===== src/menu_ctrl_pkg.sv =====
// constants, types and register map for the program-mode menu controller
package menu_ctrl_pkg;
  // timebase
  localparam int CLK_PERIOD_NS = 10;
  localparam int TICK_PERIOD_NS = 1000000;
  localparam int TICK_CYCLES = TICK_PERIOD_NS / CLK_PERIOD_NS;
  localparam int TICK_W = 20;
  localparam int MS_W = 16;
  // hold and scroll times, in ms ticks
  localparam int ENTRY_HOLD_S = 10;
  localparam int ENTRY_HOLD_MS = ENTRY_HOLD_S * 1000;
  localparam int PROMPT_MS = 1000;
  localparam int ITEM_HOLD_S = 3;
  localparam int ITEM_HOLD_MS = PROMPT_MS + ITEM_HOLD_S * 1000;
  localparam int SAVE_HOLD_S = 3;
  localparam int SAVE_HOLD_MS = SAVE_HOLD_S * 1000;
  localparam int RANGE_HOLD_S = 2;
  localparam int RANGE_HOLD_MS = RANGE_HOLD_S * 1000;
  localparam int DEBOUNCE_MS = 20;
  localparam int TIMEOUT_S = 15;
  localparam int TIMEOUT_SCROLLS = 4;
  localparam int SCROLL_MS = TIMEOUT_S * 1000 / TIMEOUT_SCROLLS;
  localparam logic [3:0] STATUS_LAST = 4'hD;
  // setting limits and defaults
  localparam logic [7:0] SPAN_MIN_FULL = 8'h05;
  localparam logic [7:0] SPAN_MAX_FULL = 8'h5F;
  localparam logic [7:0] SPAN_MIN_HALF = 8'h02;
  localparam logic [7:0] SPAN_MAX_HALF = 8'h32;
  localparam logic [7:0] SPAN_DEFAULT = 8'h32;
  localparam logic [8:0] FACTOR_MIN = 9'h014;
  localparam logic [8:0] FACTOR_MAX = 9'h1F4;
  localparam logic [8:0] FACTOR_DEFAULT = 9'h064;
  localparam logic [3:0] RANGE_IDX_MAX = 4'hA;
  localparam logic [3:0] RANGE_IDX_100 = 4'hA;
  // range values in tenths: 0.3 0.5 1 3 5 10 15 20 25 50 100
  localparam logic [10:0][15:0] RANGE_TENTHS = {16'h03E8, 16'h01F4, 16'h00FA, 16'h00C8, 16'h0096,
    16'h0064, 16'h0032, 16'h001E, 16'h000A, 16'h0005, 16'h0003};
  // register byte offsets and fields
  localparam logic [7:0] REG_CTRL = 8'h00;
  localparam logic [7:0] REG_SETTINGS = 8'h04;
  localparam logic [7:0] REG_STATE = 8'h08;
  localparam logic [7:0] REG_MEAS = 8'h0C;
  localparam int CTRL_HALF_BIT = 0;
  localparam int CTRL_RESTORE_BIT = 1;
  localparam logic [1:0] RESP_OKAY = 2'h0;
  localparam logic [1:0] RESP_SLVERR = 2'h2;

  typedef enum logic [3:0] {
    MODE_NORMAL, MODE_MENU, MODE_STATUS, MODE_EDIT_SPAN, MODE_EDIT_TYPE,
    MODE_EDIT_RANGE, MODE_EDIT_FACTOR, MODE_MESSAGE
  } mode_t;

  typedef enum logic [1:0] {GAS_METHANE, GAS_HEAVY_HC, GAS_VOLUME, GAS_CO2} gas_t;

  typedef enum logic [3:0] {
    MSG_NONE, MSG_MENU_STATUS, MSG_MENU_SPAN, MSG_MENU_TYPE, MSG_MENU_FACTOR, MSG_STATUS_ITEM,
    MSG_EDIT_LEVEL, MSG_EDIT_TYPE, MSG_EDIT_RANGE, MSG_EDIT_FACTOR, MSG_LEVEL_SAVED,
    MSG_TYPE_SAVED, MSG_FACTOR_SAVED, MSG_RANGE_FIXED
  } msg_t;

  // display word seen by the text driver
  typedef struct packed {
    msg_t msg;
    logic [15:0] value;
    logic promptLeft;
    logic promptRight;
  } display_t;

  typedef struct packed {
    logic [TICK_W-1:0] prescale;
    logic tick;
    logic [1:0][1:0] sync;
    logic [1:0] stable;
    logic [1:0][MS_W-1:0] debCnt;
    logic [1:0][MS_W-1:0] holdMs;
    logic [1:0] fired;
    mode_t mode;
    mode_t retMode;
    logic [1:0] menu;
    logic [3:0] statusIdx;
    logic [MS_W-1:0] scrollMs;
    logic [2:0] scrollCount;
    logic [7:0] span;
    gas_t gasType;
    logic [3:0] rangeIdx;
    logic [8:0] factor;
    logic [8:0] editVal;
    logic halfRange;
    logic [15:0] measValue;
    logic awHave;
    logic wHave;
    logic [7:0] awAddr;
    logic [31:0] wData;
    logic [3:0] wStrb;
    logic awready;
    logic wready;
    logic bvalid;
    logic [1:0] bresp;
    logic arready;
    logic rvalid;
    logic [31:0] rdata;
    logic [1:0] rresp;
    display_t disp;
    logic programMode;
  } state_t;
endpackage : menu_ctrl_pkg


===== src/sensor_setup_menu_controller.sv =====
// program-mode menu controller with two magnetic switches and an AXI4-Lite register slave
`timescale 1ns/10ps
module sensor_setup_menu_controller
  import menu_ctrl_pkg::*;
#(
  parameter int TICK_COUNT = TICK_CYCLES,
  parameter int ENTRY_MS = ENTRY_HOLD_MS,
  parameter int ITEM_MS = ITEM_HOLD_MS,
  parameter int SAVE_MS = SAVE_HOLD_MS,
  parameter int RANGE_MS = RANGE_HOLD_MS,
  parameter int PROMPT_HOLD_MS = PROMPT_MS,
  parameter int DEBOUNCE_HOLD_MS = DEBOUNCE_MS,
  parameter int SCROLL_TIME_MS = SCROLL_MS
) (
  // clock and reset
  input wire logic clk,
  input wire logic rst_n,
  // magnetic switches, active high when the magnet is present
  input wire logic leftMagneticSwitch,
  input wire logic rightMagneticSwitch,
  // AXI4-Lite write address and data
  input wire logic [7:0] awaddr,
  input wire logic awvalid,
  output logic awready,
  input wire logic [31:0] wdata,
  input wire logic [3:0] wstrb,
  input wire logic wvalid,
  output logic wready,
  // AXI4-Lite write response
  output logic [1:0] bresp,
  output logic bvalid,
  input wire logic bready,
  // AXI4-Lite read
  input wire logic [7:0] araddr,
  input wire logic arvalid,
  output logic arready,
  output logic [31:0] rdata,
  output logic [1:0] rresp,
  output logic rvalid,
  input wire logic rready,
  // display and mode
  output display_t display,
  output logic programMode
);

  // refuse parameters the counters cannot hold
  if (TICK_COUNT < 2 || TICK_COUNT >= (1 << TICK_W)) begin : g_tick_chk
    $error("TICK_COUNT out of range");
  end
  if (ENTRY_MS >= (1 << MS_W) || ITEM_MS <= PROMPT_HOLD_MS || SCROLL_TIME_MS < 1 || DEBOUNCE_HOLD_MS < 1)
  begin : g_ms_chk
    $error("hold or scroll time out of range");
  end

  state_t s;
  state_t n;

  // one clocked copy of the whole state
  always_ff @(posedge clk or negedge rst_n) begin
    if (!rst_n) begin
      s <= '0;
      s.span <= SPAN_DEFAULT;
      s.factor <= FACTOR_DEFAULT;
      s.rangeIdx <= RANGE_IDX_100;
      s.awready <= 1'b1;
      s.wready <= 1'b1;
      s.arready <= 1'b1;
    end else begin
      s <= n;
    end
  end

  // next-state logic
  always_comb begin
    logic [1:0] hit;
    logic [1:0] mom;
    logic [1:0] raw;
    logic [MS_W-1:0] thr;
    logic [7:0] lo;
    logic [7:0] hi;
    logic act;
    logic doWrite;
    hit = '0;
    mom = '0;
    raw = {rightMagneticSwitch, leftMagneticSwitch};
    thr = '0;
    act = 1'b0;
    doWrite = 1'b0;
    lo = s.halfRange ? SPAN_MIN_HALF : SPAN_MIN_FULL;
    hi = s.halfRange ? SPAN_MAX_HALF : SPAN_MAX_FULL;
    n = s;

    // free-running millisecond tick
    n.tick = 1'b0;
    if (s.prescale == TICK_W'(TICK_COUNT - 1)) begin
      n.prescale = '0;
      n.tick = 1'b1;
    end else begin
      n.prescale = s.prescale + 1'b1;
    end

    // hold threshold for the current mode
    case (s.mode)
      MODE_NORMAL: thr = MS_W'(ENTRY_MS);
      MODE_MENU: thr = MS_W'(ITEM_MS);
      MODE_EDIT_RANGE: thr = MS_W'(RANGE_MS);
      MODE_EDIT_SPAN, MODE_EDIT_TYPE, MODE_EDIT_FACTOR: thr = MS_W'(SAVE_MS);
      default: thr = {MS_W{1'b1}};
    endcase

    // synchronise, debounce and time each switch
    for (int i = 0; i < 2; i++) begin
      n.sync[i] = {s.sync[i][0], raw[i]};
      if (s.sync[i][1] == s.stable[i]) begin
        n.debCnt[i] = '0;
      end else if (s.tick) begin
        if (s.debCnt[i] >= MS_W'(DEBOUNCE_HOLD_MS - 1)) begin
          n.debCnt[i] = '0;
          n.stable[i] = s.sync[i][1];
          n.holdMs[i] = '0;
          n.fired[i] = 1'b0;
          mom[i] = s.stable[i] && !s.fired[i];
        end else begin
          n.debCnt[i] = s.debCnt[i] + 1'b1;
        end
      end
      if (s.stable[i] && !s.fired[i] && s.holdMs[i] >= thr) begin
        hit[i] = 1'b1;
        n.fired[i] = 1'b1;
      end else if (s.stable[i] && s.tick && s.holdMs[i] != {MS_W{1'b1}}) begin
        n.holdMs[i] = s.holdMs[i] + 1'b1;
      end
    end
    if (s.mode == MODE_NORMAL) begin
      hit[0] = 1'b0;
      mom = '0;
    end
    act = |s.stable || |mom;

    // scroll timer, cleared by switch activity
    if (act || s.mode == MODE_NORMAL) begin
      n.scrollMs = '0;
      n.scrollCount = '0;
    end else if (s.tick) begin
      if (s.scrollMs >= MS_W'(SCROLL_TIME_MS - 1)) begin
        n.scrollMs = '0;
        n.scrollCount = s.scrollCount + 1'b1;
      end else begin
        n.scrollMs = s.scrollMs + 1'b1;
      end
    end

    // menu state machine
    case (s.mode)
      MODE_NORMAL: begin
        if (hit[1]) begin
          n.mode = MODE_MENU;
          n.menu = 2'h0;
        end
      end
      MODE_MENU: begin
        if (mom[1]) begin
          n.menu = s.menu + 1'b1;
        end else if (mom[0]) begin
          n.menu = s.menu - 1'b1;
        end else if (|hit) begin
          n.editVal = '0;
          case (s.menu)
            2'h0: begin
              n.mode = MODE_STATUS;
              n.statusIdx = '0;
            end
            2'h1: begin
              n.mode = MODE_EDIT_SPAN;
              n.editVal = {1'b0, (s.span < lo) ? lo : (s.span > hi) ? hi : s.span};
            end
            2'h2: begin
              if (s.halfRange) begin
                n.mode = MODE_MESSAGE;
                n.retMode = MODE_MENU;
              end else begin
                n.mode = MODE_EDIT_TYPE;
                n.editVal = {7'h00, s.gasType};
              end
            end
            default: begin
              n.mode = MODE_EDIT_FACTOR;
              n.editVal = s.factor;
            end
          endcase
        end else if (s.scrollCount == 3'(TIMEOUT_SCROLLS)) begin
          n.mode = MODE_NORMAL;
        end
      end
      MODE_STATUS: begin
        if (s.tick && s.scrollMs >= MS_W'(SCROLL_TIME_MS - 1)) begin
          if (s.statusIdx == STATUS_LAST) begin
            n.mode = MODE_MENU;
          end else begin
            n.statusIdx = s.statusIdx + 1'b1;
          end
        end
      end
      MODE_EDIT_SPAN: begin
        if (mom[1] && s.editVal[7:0] < hi) begin
          n.editVal = s.editVal + 1'b1;
        end else if (mom[0] && s.editVal[7:0] > lo) begin
          n.editVal = s.editVal - 1'b1;
        end else if (|hit) begin
          n.span = s.editVal[7:0];
          n.mode = MODE_MESSAGE;
          n.retMode = MODE_MENU;
        end
      end
      MODE_EDIT_TYPE: begin
        if (mom[1]) begin
          n.editVal = {7'h00, s.editVal[1:0] + 2'h1};
        end else if (mom[0]) begin
          n.editVal = {7'h00, s.editVal[1:0] - 2'h1};
        end else if (|hit) begin
          n.gasType = gas_t'(s.editVal[1:0]);
          if (gas_t'(s.editVal[1:0]) != GAS_CO2) begin
            n.rangeIdx = RANGE_IDX_100;
          end
          n.mode = MODE_MESSAGE;
          n.retMode = MODE_EDIT_RANGE;
        end
      end
      MODE_EDIT_RANGE: begin
        if (s.gasType == GAS_CO2 && mom[1] && s.editVal[3:0] < RANGE_IDX_MAX) begin
          n.editVal = s.editVal + 1'b1;
        end else if (s.gasType == GAS_CO2 && mom[0] && s.editVal[3:0] != 4'h0) begin
          n.editVal = s.editVal - 1'b1;
        end else if (|hit) begin
          n.rangeIdx = s.editVal[3:0];
          n.mode = MODE_MENU;
        end
      end
      MODE_EDIT_FACTOR: begin
        if (mom[1] && s.editVal < FACTOR_MAX) begin
          n.editVal = s.editVal + 1'b1;
        end else if (mom[0] && s.editVal > FACTOR_MIN) begin
          n.editVal = s.editVal - 1'b1;
        end else if (|hit) begin
          n.factor = s.editVal;
          n.mode = MODE_MESSAGE;
          n.retMode = MODE_MENU;
        end
      end
      MODE_MESSAGE: begin
        if (s.tick && s.scrollMs >= MS_W'(SCROLL_TIME_MS - 1)) begin
          n.mode = s.retMode;
          n.editVal = {5'h00, s.rangeIdx};
        end
      end
      default: n.mode = MODE_NORMAL;
    endcase
    // edits and messages give up after the idle timeout; the status list runs to its end
    if (!(s.mode inside {MODE_NORMAL, MODE_MENU, MODE_STATUS}) && s.scrollCount == 3'(TIMEOUT_SCROLLS)) begin
      n.mode = MODE_NORMAL;
    end
    if (n.mode != s.mode) begin
      n.scrollMs = '0;
      n.scrollCount = '0;
    end

    // AXI4-Lite write channel
    if (awvalid && s.awready) begin
      n.awHave = 1'b1;
      n.awAddr = awaddr;
    end
    if (wvalid && s.wready) begin
      n.wHave = 1'b1;
      n.wData = wdata;
      n.wStrb = wstrb;
    end
    doWrite = s.awHave && s.wHave && !s.bvalid;
    if (doWrite) begin
      n.awHave = 1'b0;
      n.wHave = 1'b0;
      n.bvalid = 1'b1;
      n.bresp = RESP_OKAY;
      case ({s.awAddr[7:2], 2'b00})
        REG_CTRL: begin
          if (s.wStrb[0]) begin
            n.halfRange = s.wData[CTRL_HALF_BIT];
            if (s.wData[CTRL_RESTORE_BIT]) begin
              n.span = SPAN_DEFAULT;
              n.gasType = GAS_METHANE;
              n.factor = FACTOR_DEFAULT;
              n.rangeIdx = RANGE_IDX_100;
            end
          end
        end
        REG_MEAS: begin
          if (s.wStrb[0]) n.measValue[7:0] = s.wData[7:0];
          if (s.wStrb[1]) n.measValue[15:8] = s.wData[15:8];
        end
        REG_SETTINGS, REG_STATE: n.bresp = RESP_OKAY;
        default: n.bresp = RESP_SLVERR;
      endcase
    end else if (s.bvalid && bready) begin
      n.bvalid = 1'b0;
    end
    n.awready = !n.awHave && !n.bvalid;
    n.wready = !n.wHave && !n.bvalid;

    // AXI4-Lite read channel
    if (arvalid && s.arready) begin
      n.rvalid = 1'b1;
      n.rresp = RESP_OKAY;
      n.rdata = '0;
      case ({araddr[7:2], 2'b00})
        REG_CTRL: n.rdata[CTRL_HALF_BIT] = s.halfRange;
        REG_SETTINGS: n.rdata = {7'h00, s.factor, s.rangeIdx, 2'h0, s.gasType, s.span};
        REG_STATE: n.rdata = {15'h0000, s.programMode, s.stable, 2'h0, s.statusIdx, 2'h0, s.menu, s.mode};
        REG_MEAS: n.rdata = {16'h0000, s.measValue};
        default: n.rresp = RESP_SLVERR;
      endcase
    end else if (s.rvalid && rready) begin
      n.rvalid = 1'b0;
    end
    n.arready = !n.rvalid;

    // display word from the next state
    n.programMode = n.mode != MODE_NORMAL;
    n.disp.promptLeft = n.mode == MODE_MENU && n.stable[0] && n.holdMs[0] >= MS_W'(PROMPT_HOLD_MS);
    n.disp.promptRight = n.mode != MODE_NORMAL && n.mode != MODE_STATUS && n.stable[1] &&
      n.holdMs[1] >= MS_W'(PROMPT_HOLD_MS);
    n.disp.value = {7'h00, n.editVal};
    case (n.mode)
      MODE_MENU: n.disp.msg = msg_t'(4'(MSG_MENU_STATUS) + {2'h0, n.menu});
      MODE_STATUS: begin
        n.disp.msg = MSG_STATUS_ITEM;
        case (n.statusIdx)
          4'h2: n.disp.value = {14'h0000, n.gasType};
          4'h3: n.disp.value = RANGE_TENTHS[n.rangeIdx];
          4'h5: n.disp.value = {8'h00, n.span};
          4'h8: n.disp.value = {7'h00, n.factor};
          default: n.disp.value = n.measValue;
        endcase
      end
      MODE_EDIT_SPAN: n.disp.msg = MSG_EDIT_LEVEL;
      MODE_EDIT_TYPE: n.disp.msg = MSG_EDIT_TYPE;
      MODE_EDIT_RANGE: begin
        n.disp.msg = MSG_EDIT_RANGE;
        n.disp.value = RANGE_TENTHS[n.editVal[3:0]];
      end
      MODE_EDIT_FACTOR: n.disp.msg = MSG_EDIT_FACTOR;
      MODE_MESSAGE: begin
        if (n.retMode == MODE_EDIT_RANGE) n.disp.msg = MSG_TYPE_SAVED;
        else if (n.menu == 2'h1) n.disp.msg = MSG_LEVEL_SAVED;
        else if (n.menu == 2'h2) n.disp.msg = MSG_RANGE_FIXED;
        else n.disp.msg = MSG_FACTOR_SAVED;
      end
      default: n.disp.msg = MSG_NONE;
    endcase
  end

  // outputs straight from the state flops
  assign awready = s.awready;
  assign wready = s.wready;
  assign bvalid = s.bvalid;
  assign bresp = s.bresp;
  assign arready = s.arready;
  assign rvalid = s.rvalid;
  assign rdata = s.rdata;
  assign rresp = s.rresp;
  assign display = s.disp;
  assign programMode = s.programMode;

endmodule : sensor_setup_menu_controller


===== config.mk =====
export PLATFORM = sky130hd
export DESIGN_NAME = sensor_setup_menu_controller
export DESIGN_NICKNAME = d
export VERILOG_FILES = /design/src/menu_ctrl_pkg.sv /design/src/sensor_setup_menu_controller.sv
export SDC_FILE = /design/constraint.sdc
export NUM_CORES = 1
export LEC_CHECK = 0
export BUFFER_PORTS_ARGS = -buffer_cell sky130_fd_sc_hd__buf_4
export CAP_MARGIN = 20
export CORE_MARGIN = 8
export CORE_UTILIZATION = 25
export DETAILED_ROUTE_END_ITERATION = 16
export MAX_ROUTING_LAYER = met4
export PLACE_DENSITY_LB_ADDON = 0.2
export SKIP_CTS_REPAIR_TIMING = 1
export SYNTH_ARGS = -nofsm -noshare
export SYNTH_HDL_FRONTEND = slang
export SYNTH_SLANG_ARGS = --single-unit

===== constraint.sdc =====
create_clock -name clk -period 5.23 [get_ports clk]
set_input_delay 1.046 -clock clk [delete_from_list [all_inputs] [get_ports clk]]
set_output_delay 1.046 -clock clk [all_outputs]
set_load 0.02 [all_outputs]

==> impl_results.md <==
* Outcome: completed
* Asr flop ratio synth at 1.00
* Final Cycle Share at 0.937
* Number of global-route vias before repair at 13,600
* CTS buffer count at 35
* CTS Sinks at 256
* Clk slew on worst S/H paths at 50 ps
* Root Buffer: clkbuf_16
* CTS tree: built
* Final setup violation count at 0
* Worst-Skew Late Latency at 550 ps
* Max-Cap Viols at 0
* Hold Crit Class: reg2reg
* Min Tclk post-route at 4900 ps
* Fill cell count at 6,556
* Slowest Stage Delay on Critical Path at 560 ps
* Setup total negative slack at 0 ps
* Drt pass-1 iters at 5
* Mapped Avg Cell Area at 9.14 um2
* Post-layout util at 0.296
* Number of flops mapped to enable cells by yosys at 0
* Final Wtd Congestion at 0.910
* Hold Vio Cnt, Final at 0
* CORE AREA at 61,800 um2
* #FFs+latches synth at 256
* Synth Flop Type: dfrtp_1
* Initial core utilization at 0.253
* Initial antenna violation count at 0
* # H-tree levels at 2
* Max-slew headroom at 0.263
* DR vias at 13,400
* Fin Clk Skew at 15.5 ps
* Max Clock Freq at 204 MHz
* Critical path launch point type: flip-flop
* VDD IR-drop max at 0.000185 V
* Largest net degree at the start of global routing at 107
* Worst-margin pin slew at 1100 ps
* Routed Antenna Nets at 0
* Floorplan row count at 91
* Area of the mapped netlist at 15,700 um2
* Chip width at 266 um
* Slowest stage cell, crit path: a21oi_1
* RSZ-0062 raised after global routing: no
* Global Route Usage Sum at 0.147
* IO Port Bufs at 93
* Mapped Cells at 1,714
* Ant diodes at 0
* Io pins at 125
* First-pass GRT wire length at 80,900 um
* WHS Path Cells at 0
* Post-synthesis sequential area ratio at 0.410
* Leakage at 8.09 nW
* Pins Over Slew Limit at 0
* Routed wire per std cell at 19.4 um
* Crit path kind: reg2reg
* Final #Nets at 1,900
* # DRC at 0
* Ratio of cells with drive above 1 in the final layout at 0.175
* Routed vias/inst at 5.08
* Detail Placement HPWL at 37,900 um
* Critical path peak fanout at 14
* Required time worst endpoint at 5670 ps
* Die height at 266 um
* CP Data Arrival Time at 5340 ps
* Synth-to-Final Area Change at 17.0%
* Post-Route WL at 51,300 um
* Yosys cell types at 88
* Maximum root-to-sink buffer count at 3
* 1st-iter DRT viols at 953
* Die Area at 70,900 um2
* YS warnings at 0
* Crit end category: flip-flop
* Pwr dens at 280 nW/um2
* Worst reg2reg path depth at 19
* Worst-path cell chain: buf_4 -> nand2_1 -> nor3_1 -> or2_2 -> ha_1 -> o31ai_1 -> a211oi_1 -> o32ai_1 -> a21o_1 -> a21oi_1 -> buf_4 -> nor4_1 -> nor3_1 -> inv_1 -> ha_1 -> a2111o_1 -> a21oi_1 -> o221ai_1 -> o211ai_1
* Remaining Overflow, GRT at 0
## sequential cells by signal (all words and copies together) (netlist names)
signal / flops
arready: 1
awready: 1
bresp: 1
bvalid: 1
display: 22
n: 2
programMode: 1
rdata: 25
rresp: 1
rvalid: 1
s: 199
wready: 1
## kinds of logic (layout without fill, tap and decap cells)
family | count (synthesis) | in the layout | synth area share
muxes | 89 | 89 | 0.0616
adders and majority gates | 62 | 62 | 0.0495
DFF | 256 | 256 | 0.410
xor gates and xnor gates | 43 | 43 | 0.0240
other | 1 | 9 | 0.000239
AOI/OAI and AO/OA | 426 | 426 | 0.183
buffers and inverters | 203 | 284 | 0.0664
and+or+nand+nor | 634 | 634 | 0.205
## critical path, delay by kind of cell, from the launching register on
family                     cells  cell delay [ps]
and+or+nand+nor                5              970
adders and majority gates      2              610
AOI/OAI and AO/OA              9             2120
buffers and inverters          3              620
DFF                            1              460
## power breakdown
group / internal [mW] / leakage, nW / total [mW] / switching (mW)
combinational: 0.237 / 4.11 / 0.523 / 0.286
clock: 1.37 / 0.532 / 2.33 / 0.963
sequential: 2.16 / 3.44 / 2.28 / 0.115
## placed cells by master (no fill, tap or decap), drive strengths merged, types with 9 or more instances in the layout
master,count
a211oi,15
a21o,15
a21oi,86
a221oi,9
a22o,12
a22oi,16
a31oi,12
and2,12
and3,57
buf,164
clkbuf,50
clkinv,9
conb,9
dfrtp,245
dfstp,11
ha,62
inv,57
mux2,50
mux2i,38
nand2,169
nand2b,18
nand3,68
nand4,27
nor2,123
nor2b,15
nor3,51
nor4,27
o2111ai,13
o211ai,24
o21a,16
o21ai,114
o31ai,19
or2,11
or3,17
xnor2,22
xor2,21
## routing by layer
layer | wire length, um | track usage
met5 | 0 | -
met4 | 1230 | 0.0432
met3 | 2360 | 0.0206
met2 | 23400 | 0.228
met1 | 24300 | 0.198
## path summary, 6_finish.rpt
kind / endpoint / from / slack (ps)
worst min register to register: s[261] / n[261] / 360
worst min-delay path: s[261] / n[261] / 360
max in group asynchronous: awready / rst_n / 3490
worst max-delay path: display[4] / s[188] / 330
worst max register to register: display[4] / s[188] / 330
min in group asynchronous: n[261] / rst_n / 560
## final cells by class
class	instances	area, um2	share of cell area
Multi-Input combinational cell	1263	8270	0.451
Sequential cell	256	6420	0.350
Timing Repair Buffer	164	1260	0.0690
Tap cell	837	1050	0.0571
Clock buffer	50	983	0.0537
Inverter	57	215	0.0117
Clock inverter	13	124	0.00676
## through the flow
step | cells | power [mW] | worst slack [ps] | hold WS, ps | area [um2]
final | 2640 | 5.14 | 327 | 356 | 18300
after global routing | 2640 | 5.38 | 7.31 | 358 | 18300
after CTS | 2640 | 5.24 | 218 | 357 | 18300
after detailed placement | 2577 | 2.84 | 259 | 347 | 17200
after global placement | 2577 | 2.82 | 255 | 335 | 17200
after floorplan | 1722 | 2.61 | 489 | 331 | 15700
## cells in the mapped netlist (6+ instances only)
cell       count  area [um2]
a211o_1        8        70.1
a211oi_1      15         113
a21o_1        15         113
a21oi_1       86         430
a221o_1        6        60.1
a221oi_1       8        70.1
a22o_1        12         105
a22oi_1       16         120
a31oi_1       12        75.1
and2_1        12        75.1
and3_1        57         357
and4_1         7        61.3
buf_1          8        30.0
buf_2         20         100
buf_4         59         443
clkbuf_1      55         206
dfrtp_1      245        6130
dfstp_2       11         289
ha_1          62         776
inv_1         55         206
mux2_2        50         563
mux2i_1       38         380
nand2_1      169         634
nand2b_1      17         106
nand3_1       68         340
nand4_1       27         169
nor2_1       121         454
nor2b_1       15        93.8
nor3_1        49         245
nor3b_1        7        52.6
nor4_1        26         163
o2111ai_1     13         114
o211ai_1      22         165
o21a_1        16         120
o21ai_0      107         536
o22ai_1        6        37.5
o31ai_1       19         143
o32ai_1        6        52.6
or2_2         10        62.6
or3_1         17         106
or4_1          7        52.6
xnor2_1       22         193
xor2_1        21         184
No activity file was read; power rests on OpenSTA's default activity.
